$ cat config.mk
export PLATFORM = sky130hd
export DESIGN_NAME = phase_detector_config_regs
export DESIGN_NICKNAME = d
export VERILOG_FILES = /design/src/verilog/pdcfg_pkg.sv /design/src/verilog/slip_width_monitor.sv /design/src/verilog/phase_detector_config_regs.sv
export SDC_FILE = /design/constraint.sdc
export NUM_CORES = 1
export LEC_CHECK = 0
export BUFFER_PORTS_ARGS = -buffer_cell sky130_fd_sc_hd__buf_2
export CAP_MARGIN = 20
export CELL_PAD_IN_SITES_DETAIL_PLACEMENT = 0
export CELL_PAD_IN_SITES_GLOBAL_PLACEMENT = 1
export CORE_ASPECT_RATIO = 0.8
export CORE_MARGIN = 4
export CORE_UTILIZATION = 38
export DETAILED_ROUTE_END_ITERATION = 6
export PLACE_DENSITY_LB_ADDON = 0.1
export SLEW_MARGIN = 25
export SYNTH_ARGS = -nofsm -noshare
export SYNTH_HDL_FRONTEND = slang
export SYNTH_SLANG_ARGS = --single-unit
$ cat constraint.sdc
create_clock -name clock -period 3.4 [get_ports clock]
set_clock_uncertainty 0.2 [all_clocks]
set_input_delay 0.68 -clock clock [delete_from_list [all_inputs] [get_ports clock]]
set_output_delay 0.68 -clock clock [all_outputs]
set_load 0.05 [all_outputs]
$ cat src/verilog/pdcfg_pkg.sv
package pdcfg_pkg;

	// Register indices; the byte address on the bus is four times the index.
	localparam logic [9:0] DET_CTRL_INDEX = 10'h00B;
	localparam logic [9:0] EXACT_FREQ_INDEX = 10'h00C;

	localparam int REG_W = 24;
	localparam logic [23:0] DET_CTRL_RESET = 24'h07C061;
	localparam logic [23:0] EXACT_FREQ_RESET = 24'h000000;

	// Field positions of the detector control register.
	localparam int DELAY_LSB = 0;
	localparam int SHORT_BIT = 3;
	localparam int POLARITY_BIT = 4;
	localparam int RAISE_EN_BIT = 5;
	localparam int LOWER_EN_BIT = 6;
	localparam int GUARD_LSB = 7;
	localparam int PUMP_RAISE_BIT = 9;
	localparam int PUMP_LOWER_BIT = 10;
	localparam int MIDRAIL_BIT = 11;
	localparam int RSV_LOW_LSB = 12;
	localparam int BIAS_LSB = 15;
	localparam int GATING_LSB = 17;
	localparam int RSV_HIGH_LSB = 19;

	// Exact frequency register.
	localparam int CHAN_W = 14;
	localparam int CHAN_LSB = 0;
	localparam logic [13:0] CHAN_MIN_ENABLED = 14'h0002;

	// Divider counter gating codes.
	localparam logic [1:0] GATING_OFF = 2'h0;
	localparam logic [1:0] GATING_ALL_ON = 2'h3;

	// Cycle slip guard thresholds, in picoseconds, and the clock period.
	localparam int CLOCK_PERIOD_PS = 4000;
	localparam int GUARD_NEAR_PS = 5400;
	localparam int GUARD_MID_PS = 14400;
	localparam int GUARD_FAR_PS = 24100;
	localparam int GUARD_CNT_W = 4;
	localparam int GUARD_NEAR_INT = (GUARD_NEAR_PS + CLOCK_PERIOD_PS - 1) / CLOCK_PERIOD_PS;
	localparam int GUARD_MID_INT = (GUARD_MID_PS + CLOCK_PERIOD_PS - 1) / CLOCK_PERIOD_PS;
	localparam int GUARD_FAR_INT = (GUARD_FAR_PS + CLOCK_PERIOD_PS - 1) / CLOCK_PERIOD_PS;
	localparam logic [3:0] GUARD_NEAR_CYCLES = GUARD_NEAR_INT[3:0];
	localparam logic [3:0] GUARD_MID_CYCLES = GUARD_MID_INT[3:0];
	localparam logic [3:0] GUARD_FAR_CYCLES = GUARD_FAR_INT[3:0];

	// AHB-Lite encodings.
	localparam logic [1:0] HTRANS_NONSEQ = 2'h2;
	localparam logic [1:0] HTRANS_SEQ = 2'h3;
	localparam logic [2:0] HSIZE_BYTE = 3'h0;
	localparam logic [2:0] HSIZE_HALF = 3'h1;

	typedef struct packed {
		logic [1:0] reservedTop;
		logic [1:0] reservedUpper;
		logic reservedSingle;
		logic [1:0] dividerCounterGating;
		logic [1:0] pumpAmpBias;
		logic [2:0] reservedLow;
		logic pumpMidrailForce;
		logic pumpLowerForce;
		logic pumpRaiseForce;
		logic [1:0] cycleSlipGuardSelect;
		logic detectorLowerOutputEnable;
		logic detectorRaiseOutputEnable;
		logic detectorPolarityInvert;
		logic detectorInputsShort;
		logic [2:0] detectorResetDelaySelect;
	} detector_ctrl_t;

	typedef struct packed {
		logic pumpRaise;
		logic pumpLower;
		logic pumpMidrail;
		logic slipBoost;
	} pump_drive_t;

	typedef struct packed {
		logic exactModeEnable;
		logic [13:0] channelCount;
		logic correctionStrobe;
		logic dividerRun;
		logic [1:0] dividerRange;
	} synth_status_t;

endpackage

$ cat src/verilog/slip_width_monitor.sv
`timescale 1ns/1ps
module slip_width_monitor #(
	parameter int CNT_W = 4
) (
	input wire logic clock,
	input wire logic reset_n,
	input wire logic active,
	input wire logic enable,
	input wire logic [CNT_W-1:0] limit,
	output logic over
);
	typedef struct packed {
		logic [CNT_W-1:0] count;
		logic over;
	} mon_state_t;

	mon_state_t state_r;
	mon_state_t state_nxt;

	// The counter saturates so a very long error pulse cannot wrap back under the limit.
	always_comb begin
		state_nxt = state_r;
		if (active) begin
			if (state_r.count != {CNT_W{1'b1}}) begin
				state_nxt.count = state_r.count + 1'b1;
			end
		end else begin
			state_nxt.count = '0;
		end
		state_nxt.over = enable && active && (state_nxt.count >= limit);
	end

	always_ff @(posedge clock or negedge reset_n) begin
		if (!reset_n) begin
			state_r <= '0;
		end else begin
			state_r <= state_nxt;
		end
	end

	assign over = state_r.over;
endmodule // slip_width_monitor

$ cat src/verilog/phase_detector_config_regs.sv
// The AHB-Lite interface to the registers is this design's own decision.
`timescale 1ns/1ps
module phase_detector_config_regs (
	input wire logic clock,
	input wire logic reset_n,
	input wire logic hsel,
	input wire logic [31:0] haddr,
	input wire logic [1:0] htrans,
	input wire logic hwrite,
	input wire logic [2:0] hsize,
	input wire logic [31:0] hwdata,
	input wire logic hready,
	output logic hreadyout,
	output logic [31:0] hrdata,
	output logic hresp,
	input wire logic detectorRaiseIn,
	input wire logic detectorLowerIn,
	input wire logic comparisonTick,
	output pdcfg_pkg::detector_ctrl_t detectorControl,
	output pdcfg_pkg::pump_drive_t pumpDrive,
	output pdcfg_pkg::synth_status_t synthStatus
);
	import pdcfg_pkg::*;

	typedef struct packed {
		logic pendWrite;
		logic [9:0] pendIndex;
		logic [23:0] pendMask;
		detector_ctrl_t detCtrl;
		logic [23:0] exactReg;
		logic [31:0] readData;
		pump_drive_t pump;
		logic [13:0] corrCount;
		synth_status_t status;
	} cfg_state_t;

	cfg_state_t state_r;
	cfg_state_t state_nxt;

	logic addrPhase;
	logic [23:0] laneMask;
	logic [23:0] writeMerged;
	logic effRaise;
	logic effLower;
	logic swRaise;
	logic swLower;
	logic guardOn;
	logic [3:0] guardLimit;
	logic raiseOver;
	logic lowerOver;
	logic [13:0] chanCount;

	assign addrPhase = hsel && hready && (htrans == HTRANS_NONSEQ || htrans == HTRANS_SEQ);

	// Byte lanes follow hsize and the low address bits, so narrow writes stay legal.
	always_comb begin
		laneMask = '0;
		case (hsize)
			HSIZE_BYTE: begin
				case (haddr[1:0])
					2'h0: laneMask = 24'h0000FF;
					2'h1: laneMask = 24'h00FF00;
					2'h2: laneMask = 24'hFF0000;
					default: laneMask = 24'h000000;
				endcase
			end
			HSIZE_HALF: begin
				laneMask = haddr[1] ? 24'hFF0000 : 24'h00FFFF;
			end
			default: begin
				laneMask = 24'hFFFFFF;
			end
		endcase
	end

	assign writeMerged = hwdata[23:0] & state_r.pendMask;

	// With the inputs shorted the detector sees no phase error at all.
	// inputs shorted
	assign effRaise = state_r.detCtrl.detectorInputsShort ? 1'b0 : detectorRaiseIn;
	assign effLower = state_r.detCtrl.detectorInputsShort ? 1'b0 : detectorLowerIn;

	assign swRaise = state_r.detCtrl.detectorPolarityInvert ? effLower : effRaise;
	assign swLower = state_r.detCtrl.detectorPolarityInvert ? effRaise : effLower;

	always_comb begin
		guardOn = 1'b1;
		guardLimit = GUARD_FAR_CYCLES;
		case (state_r.detCtrl.cycleSlipGuardSelect)
			2'h0: begin
				guardOn = 1'b0;
				guardLimit = GUARD_FAR_CYCLES;
			end
			2'h1: guardLimit = GUARD_NEAR_CYCLES;
			2'h2: guardLimit = GUARD_MID_CYCLES;
			default: guardLimit = GUARD_FAR_CYCLES;
		endcase
	end

	slip_width_monitor #(
		.CNT_W(GUARD_CNT_W)
	) raiseMonitor (
		.clock(clock),
		.reset_n(reset_n),
		.active(swRaise),
		.enable(guardOn),
		.limit(guardLimit),
		.over(raiseOver)
	);

	slip_width_monitor #(
		.CNT_W(GUARD_CNT_W)
	) lowerMonitor (
		.clock(clock),
		.reset_n(reset_n),
		.active(swLower),
		.enable(guardOn),
		.limit(guardLimit),
		.over(lowerOver)
	);

	always_comb begin
		state_nxt = state_r;
		chanCount = '0;

		if (state_r.pendWrite) begin
			case (state_r.pendIndex)
				DET_CTRL_INDEX: begin
					state_nxt.detCtrl = (state_r.detCtrl & ~state_r.pendMask) | writeMerged;
				end
				EXACT_FREQ_INDEX: begin
					state_nxt.exactReg = (state_r.exactReg & ~state_r.pendMask) | writeMerged;
				end
				default: begin
					state_nxt.exactReg = state_r.exactReg;
				end
			endcase
		end

		state_nxt.pendWrite = addrPhase && hwrite;
		if (addrPhase) begin
			state_nxt.pendIndex = haddr[11:2];
			state_nxt.pendMask = laneMask;
		end

		// Read data is taken from the next-state copy, so a read right after a write sees it.
		if (addrPhase && !hwrite) begin
			case (haddr[11:2])
				DET_CTRL_INDEX: state_nxt.readData = {8'h00, state_nxt.detCtrl};
				EXACT_FREQ_INDEX: state_nxt.readData = {8'h00, state_nxt.exactReg};
				default: state_nxt.readData = 32'h00000000;
			endcase
		end

		if (state_r.detCtrl.pumpMidrailForce) begin
			state_nxt.pump.pumpRaise = 1'b0;
			state_nxt.pump.pumpLower = 1'b0;
		end else begin
			state_nxt.pump.pumpRaise = state_r.detCtrl.pumpRaiseForce ||
				(state_r.detCtrl.detectorRaiseOutputEnable && swRaise);
			state_nxt.pump.pumpLower = state_r.detCtrl.pumpLowerForce ||
				(state_r.detCtrl.detectorLowerOutputEnable && swLower);
		end
		state_nxt.pump.pumpMidrail = state_r.detCtrl.pumpMidrailForce;
		state_nxt.pump.slipBoost = (raiseOver && state_r.detCtrl.detectorRaiseOutputEnable) ||
			(lowerOver && state_r.detCtrl.detectorLowerOutputEnable);

		chanCount = state_r.exactReg[CHAN_LSB +: CHAN_W];
		state_nxt.status.channelCount = chanCount;
		state_nxt.status.exactModeEnable = chanCount >= CHAN_MIN_ENABLED;
		state_nxt.status.correctionStrobe = 1'b0;
		if (chanCount < CHAN_MIN_ENABLED) begin
			state_nxt.corrCount = '0;
		end else if (comparisonTick) begin
			if (state_r.corrCount >= chanCount - 14'h0001) begin
				state_nxt.corrCount = '0;
				state_nxt.status.correctionStrobe = 1'b1;
			end else begin
				state_nxt.corrCount = state_r.corrCount + 14'h0001;
			end
		end

		state_nxt.status.dividerRun = state_r.detCtrl.dividerCounterGating != GATING_OFF;
		state_nxt.status.dividerRange = state_r.detCtrl.dividerCounterGating;
	end

	always_ff @(posedge clock or negedge reset_n) begin
		if (!reset_n) begin
			state_r.pendWrite <= 1'b0;
			state_r.pendIndex <= '0;
			state_r.pendMask <= '0;
			state_r.detCtrl <= DET_CTRL_RESET;
			state_r.exactReg <= EXACT_FREQ_RESET;
			state_r.readData <= '0;
			state_r.pump <= '0;
			state_r.corrCount <= '0;
			state_r.status.exactModeEnable <= 1'b0;
			state_r.status.channelCount <= '0;
			state_r.status.correctionStrobe <= 1'b0;
			state_r.status.dividerRun <= 1'b1;
			state_r.status.dividerRange <= GATING_ALL_ON;
		end else begin
			state_r <= state_nxt;
		end
	end

	// The slave never stretches a transfer and always answers OKAY.
	assign hreadyout = 1'b1;
	assign hresp = 1'b0;
	assign hrdata = state_r.readData;
	assign detectorControl = state_r.detCtrl;
	assign pumpDrive = state_r.pump;
	assign synthStatus = state_r.status;
endmodule // phase_detector_config_regs

==> results of run 1 <==
==> cell families after synthesis <==
| logic type | count (synthesis) | share of synthesized area |
|---|---|---|
| XOR/XNOR | 15 | 0.0197 |
| AND/OR/NAND/NOR | 174 | 0.132 |
| flip-flops | 133 | 0.500 |
| AO/OA/AOI/OAI | 75 | 0.0785 |
| adder cells (fa/ha/maj) | 28 | 0.0524 |
| multiplexers | 63 | 0.105 |
| other | 2 | 0.00112 |
| buffers and inverters | 114 | 0.111 |
==> worst max path at each step <==
stage	slack (ns)	from	end	cells after the start
detailed placement	0.18	chanCount[2]	state_r[30]	13
floorplan	0.22	chanCount[7]	state_r[21]	10
finish	0.29	chanCount[2]	state_r[30]	13
global placement	0.27	chanCount[2]	state_r[30]	13
CTS	0.12	chanCount[2]	state_r[30]	13
global route	0.04	chanCount[2]	state_r[22]	12
==> power breakdown <==
| group | leakage, uW | switching [uW] | internal [uW] |
|---|---|---|---|
| logic | 0.00178 | 375 | 224 |
| clock network | 0.000261 | 730 | 1030 |
| registers | 0.00164 | 127 | 1710 |
==> Yosys cell counts, types with 8 or more instances <==
master and number:
nor3_1 8, nand4_1 16, inv_1 17, o21ai_0 11, nor2_1 23, nand2_1 73, a221oi_1 8, xnor2_1 9
buf_4 81, ha_1 28, clkbuf_1 12, a21oi_1 10, a22oi_1 24, dfstp_2 11, nand3_1 12, mux2_2 58
dfrtp_1 122
==> layout make-up <==
cell class,instances,share of cell area
inverters,17,0.00827
flip-flops and latches,133,0.433
repair buffers,147,0.106
well taps,225,0.0365
multi-input cells,365,0.343
clock inverters,14,0.0167
clock buffers,18,0.0569
==> placed cells by master (no fill, tap or decap), drive strengths merged, types with 5 or more instances in the layout <==
| master | Yosys | routed |
|---|---|---|
| a211oi | 5 | 5 |
| a21oi | 11 | 11 |
| a221oi | 8 | 8 |
| a22oi | 24 | 24 |
| buf | 85 | 147 |
| clkbuf | 12 | 18 |
| clkinvlp | 0 | 6 |
| conb | 2 | 10 |
| dfrtp | 122 | 122 |
| dfstp | 11 | 11 |
| ha | 28 | 28 |
| inv | 17 | 20 |
| mux2 | 58 | 58 |
| mux2i | 5 | 5 |
| nand2 | 73 | 73 |
| nand2b | 6 | 6 |
| nand3 | 12 | 12 |
| nand4 | 16 | 16 |
| nor2 | 23 | 23 |
| nor3 | 8 | 8 |
| nor4 | 8 | 8 |
| o21ai | 11 | 11 |
| o31ai | 6 | 6 |
| or3 | 5 | 5 |
| or4 | 6 | 6 |
| xnor2 | 9 | 9 |
| xor2 | 6 | 6 |
==> per-layer routing <==
metal / GRT usage / wire [um] / share of wire / vias up
li1: - / - / - / 2194
met1: 0.246 / 7830 / 0.49 / 2321
met2: 0.249 / 7010 / 0.44 / 141
met3: 0.0433 / 923 / 0.058 / 17
met4: 0.0459 / 189 / 0.012 / 2
met5: 0 / 7 / 0.00044 / -
==> critical path, delay by kind of cell, from the launching register on <==
kind	cells	cell delay, ns
AOI/OAI and AO/OA	3	0.57
xor gates and xnor gates	1	0.15
adders and majority gates	1	0.26
buffers and inverters	3	0.52
DFF	1	0.38
and+or+nand+nor	5	0.93
==> flip-flops by register name (all words and copies together), names as in the netlist <==
| signal | flops |
|---|---|
| synthStatus | 19 |
| lowerMonitor.over | 1 |
| raiseMonitor.over | 1 |
| chanCount | 14 |
| hrdata | 24 |
| state_r | 38 |
| pumpDrive | 4 |
| lowerMonitor.state_r | 4 |
| detectorControl | 24 |
| raiseMonitor.state_r | 4 |
==> metrics by stage <==
stage                     instances  total power [uW]  utilization
after floorplan                 612              2280            -
after detailed placement        887              2460        0.413
after global routing            919              4400        0.447
after global placement          887              2440        0.413
after CTS                       919              4240        0.446
final                           919              4200        0.447
==> flow_metrics.tcl, run 1 <==
set metrics [dict create \
    synth-edff-count 0 \
    clockBufferDepth 2 \
    cts_sinks 133 \
    slew_headroom 0.393 \
    die_h_um 127 \
    path_clk_slew_ns 0.06 \
    rr_worst_depth 13 \
    tightest_slew_ns 0.911 \
    cts_resized 0 \
    p_leak_uw 0.00368 \
    ys_ff_latch 133 \
    crit_chain "nor4_1, buf_4, nand3_1, nor3_1, xnor2_1, ha_1, a21oi_1, nor2_1, a211oi_2, buf_4, nand3_1, buf_4, o211ai_1" \
    syn_inst 604 \
    min_period_over_period 0.914 \
    final_nets 786 \
    multi_input_area_mm2 0.00265 \
    grt_pass1_vias 4751 \
    synth_top_area_cell "dfrtp_1" \
    cpPeakStageDelay_ns 0.38 \
    regArea_mm2 0.00334 \
    outcome "complete, no violations" \
    min_path_type "input port to async pin" \
    fin_crit_ns 3.11 \
    vias 4675 \
    core_mm2 0.0173 \
    layout-drive-gt1-share 0.375 \
    fmax_mhz 322 \
    r2r_slack_ns 0.29 \
    synth.distinct_cells 51 \
    setup_violations 0 \
    io_pins 158 \
    numCtsBuffers 17 \
    via_per_inst 5.09 \
    ir_drop_mv 0.350 \
    htree_levels 4 \
    first_pass_iters 6 \
    die_x_um 156 \
    synth_top_area_share 0.457 \
    track_usage 0.168 \
    place.gp.congestion 0.760 \
    cp_common_cell "buf_4" \
    reg2reg_from "chanCount[2]" \
    grt_pass1_wl_mm 26.0 \
    ctsHoldBuffers 0 \
    crit_slowest_cell "dfrtp_1" \
    post-dp-hpwl_mm 11.6 \
    syn_to_final_growth_pct 15.5 \
    n_antenna_cell 0 \
    ant_nets 0 \
    fin_ws_ns 0.291 \
    drt-total-wl_mm 16.0 \
    finalHoldWorstSlack_ns 0.0323 \
    hold_viol_final 0 \
    slew_violations 0 \
    power_density_mw_per_mm2 544 \
    rsz0062_at_grt "false" \
    finalInstanceArea_mm2 0.00771 \
    grt_max_degree 61 \
    critPathLaunchType "flop" \
    critPathKind "flop to flop" \
    cp_max_fo 6 \
    avgRoutedWirePerCell_um 17.4 \
    rows 43 \
    ys_seq_area_frac 0.500 \
    drtIter0Drc 284 \
    post_cts_buffers 0 \
    crit_required_ns 3.53 \
    max_cap_violations 0 \
    syn_area_mm2 0.00668 \
    fillers 1668 \
    pre_cts_ws_ns 0.180 \
    cts_root_buffer "clkbuf_16" \
    reg2reg_to "state_r[30]" \
    drc_errors 0 \
    io_buffers 118 \
    finalSetupTns_ns 0 \
    clk_latency_ns 0.41 \
    die_area_mm2 0.0198 \
    ys.flop_type "dfrtp_1" \
    initial_utilization 0.387 \
    synth_area_leaders "dfrtp_1 (46%), mux2_2 (9.8%), buf_4 (9.1%)" \
    cp.arrival_ns 3.24 \
    post_synth.cell_area_avg_um2 11.1 \
    tritoncts "done" \
    async_flop_share 1.00 \
    overflow 0 \
    post_dp_cell_area_mm2 0.00713 \
    ys_warn_count 0 \
    antenna_found_initial 1 \
    cp-end-kind "flop" \
]
(Power assumes the default switching activity.)
==> run 2: changes to the inputs <==
ABC_AREA = 1   (was not set)
CORE_UTILIZATION = 36   (was 38)
GPL_TIMING_DRIVEN = 0   (was not set)
==> run 2 against run 1 <==
Effect of this change: the flow now finishes with violations (negative hold slack); register-to-register slack improved by 0.08 ns; core utilization rose by 0.44 points; sequential power fell by 3%; wire length rose by 29%; non-clock buffer count rose by 75; clock power rose by 17%; first-iteration DRC count rose by 4.2%; final area rose by 22%; largest cell class unchanged; largest power group is now clock.
==> flow_metrics.tcl, run 2 <==
set metrics [dict create \
    clk_latency_ns 0.42 \
    p_leak_uw 0.00555 \
    drt-total-wl_mm 20.6 \
    synth.distinct_cells 35 \
    die_x_um 172 \
    fillers 2172 \
    grt_pass1_vias 6480 \
    post-dp-hpwl_mm 15.7 \
    pre_cts_ws_ns 0.113 \
    outcome "finished, violations left" \
    cp.arrival_ns 3.19 \
    syn_inst 1006 \
    power.share.combinational 0.168 \
    final_nets 1259 \
    layout-drive-gt1-share 0.247 \
    synth_most_common_cell "nand2_1" \
    tightest_slew_ns 0.676 \
    crit_start "chanCount[1]" \
    avgRoutedWirePerCell_um 14.4 \
    syn_to_final_growth_pct 22.0 \
    hold_viol_final 2 \
    ys_ff_latch 133 \
    multi_input_area_mm2 0.00319 \
    cts_sinks 133 \
    synth_top_area_cell "dfrtp_1" \
    finalInstanceArea_mm2 0.00942 \
    min_period_over_period 0.892 \
    ys_seq_area_frac 0.433 \
    first_pass_iters 4 \
    post_synth.cell_area_avg_um2 7.67 \
    rsz0062_at_grt "false" \
    syn_area_mm2 0.00772 \
    postLayoutCoreUtil 0.451 \
    io_pins 158 \
    numCtsBuffers 17 \
    cpPeakStageDelay_ns 0.46 \
    largest-register "state_r" \
    largest_reg_flops 38 \
    synth_common_cells "nand2_1 (289), inv_1 (135), nand3_1 (123)" \
    cp_max_fo 7 \
    ctsHoldBuffers 0 \
    synth_top_area_share 0.395 \
    initial_utilization 0.370 \
    clockBufferDepth 2 \
    reg2reg_from "chanCount[1]" \
    ys_warn_count 0 \
    path_clk_slew_ns 0.07 \
    clkPwrFrac 0.446 \
    critPathKind "flop to flop" \
    post_dp_cell_area_mm2 0.00872 \
    crit_slowest_cell "dfrtp_1" \
    async_flop_share 1.00 \
    grt_pass1_wl_mm 34.0 \
    slew_headroom 0.546 \
    min_path_type "input port to async pin" \
    crit_chain "nor2_2, nand2_1, nor2_2, nand2_1, nor2_2, nand2_1, nor2_2, nand2_1, nand2_1, nand2_1, ha_1, nand2_1, nor2_1, nand2_1, nand2_1, nor2_1, nand2_1, a21oi_4, nand3_1, nand2_1" \
    overflow 0 \
    fin_crit_ns 3.03 \
    max_cap_violations 0 \
    cp_common_cell "nand2_1" \
    p_sw_frac 0.288 \
    tritoncts "done" \
    track_usage 0.181 \
    fmax_mhz 330 \
    power_density_mw_per_mm2 490 \
    n_antenna_cell 0 \
    p_int_uw 3290 \
    die_area_mm2 0.0239 \
    seq_power_share 0.386 \
    finalHoldWorstSlack_ns -0.00820 \
    regArea_mm2 0.00334 \
    via_per_inst 4.50 \
    total_power_uw 4610 \
    antenna_found_initial 0 \
    switching_power_uw 1330 \
    synth-edff-count 0 \
    final_cell_mix "nand2_1 (289), inv_1 (135), nand3_1 (123), buf_2 (123), dfrtp_1 (122)" \
    grt_max_degree 69 \
    core_mm2 0.0209 \
    ir_drop_mv 0.203 \
    cts_root_buffer "clkbuf_16" \
    critPathLaunchType "flop" \
    violations "negative hold slack" \
    ant_nets 0 \
    drtIter0Drc 296 \
    htree_levels 4 \
    layout_commonest_cell "nand2_1" \
    synth_area_leaders "dfrtp_1 (40%), nand2_1 (14%), buf_4 (8.5%)" \
    slew_violations 0 \
    io_buffers 118 \
    vias 6465 \
    place.gp.congestion 0.811 \
    die_h_um 139 \
    rows 47 \
    fin_ws_ns 0.367 \
    crit_required_ns 3.56 \
    ys.flop_type "dfrtp_1" \
    drc_errors 0 \
    setup_violations 0 \
    cp-end-kind "flop" \
]
[run 2: cell types whose count changed after synthesis, sizes merged, moves of 9 or more]
cell,previous run,this run
mux2,58,1
nor3,8,17
nor2,23,71
nand2,73,290
nand3,12,127
a22oi,24,3
and2,3,23
buf,85,94
inv,17,140
[run 2: power groups by stage]
stage	logic (uW)	clock network, uW	registers [uW]
floorplan	547	0	1780
global placement	742	0	1810
detailed placement	755	0	1810
CTS	758	2100	1780
global route	878	2180	1800
finish	773	2060	1780
[run 2: cells by family after synthesis]
| logic type | Yosys count | share of synthesized area |
|---|---|---|
| AND/OR/NAND/NOR | 543 | 0.311 |
| buffers and inverters | 243 | 0.162 |
| flip-flops | 133 | 0.433 |
| AO/OA/AOI/OAI | 42 | 0.0303 |
| adder cells (fa/ha/maj) | 28 | 0.0454 |
| XOR/XNOR | 13 | 0.0147 |
| other | 2 | 0.000973 |
| multiplexers | 2 | 0.00276 |
[run 2: routing by layer]
layer	wire, um	part of all wire	global-route usage	vias up
met3	912	0.044	0.0379	9
li1	-	-	-	3348
met5	0	0	0	-
met2	8800	0.43	0.267	138
met4	125	0.0061	0.0325	0
met1	10800	0.52	0.276	2970
[run 2: layout make-up]
class                      count  area share
sequential                   133       0.355
multi-input combinational    638       0.338
buffer                       101      0.0765
timing repair buffer         121      0.0683
inverter                     142      0.0566
clock buffer                  20      0.0485
tap                          269      0.0357
clock inverter                12      0.0213
[run 2: path summary, 6_finish.rpt]
kind	cells past startpoint	endpoint	slack [ns]
max in group asynchronous	2	detectorControl[0]	2.24
hold reg to reg	0	synthStatus[1]	0.17
hold / removal	1	state_r[147]	-0.008
setup reg to reg	20	state_r[30]	0.37
min in group clock	0	synthStatus[1]	0.17
setup / recovery	20	state_r[30]	0.37
[run 2: critical path: cells and delay by family, from the launching register on]
| family | cells | cell delay (ns) |
|---|---|---|
| AND/OR/NAND/NOR | 18 | 1.79 |
| AO/OA/AOI/OAI | 1 | 0.24 |
| flip-flops | 1 | 0.46 |
| adder cells (fa/ha/maj) | 1 | 0.28 |
[run 2: what timing repair did]
item                                    in CTS  in global routing
resized for setup                            0                  5
buffers inserted                             0                  2
endpoints found under the setup margin       0                 15
[run 2: stage by stage]
step           TNS, ns  hold slack [ns]  instances
2_1_floorplan        0            0.154       1014
3_3_place_gp    -70.37            0.167       1401
3_5_place_dp         0            0.167       1402
4_1_cts              0           0.0192       1434
5_1_grt              0           0.0426       1436
6_report             0         -0.00820       1436
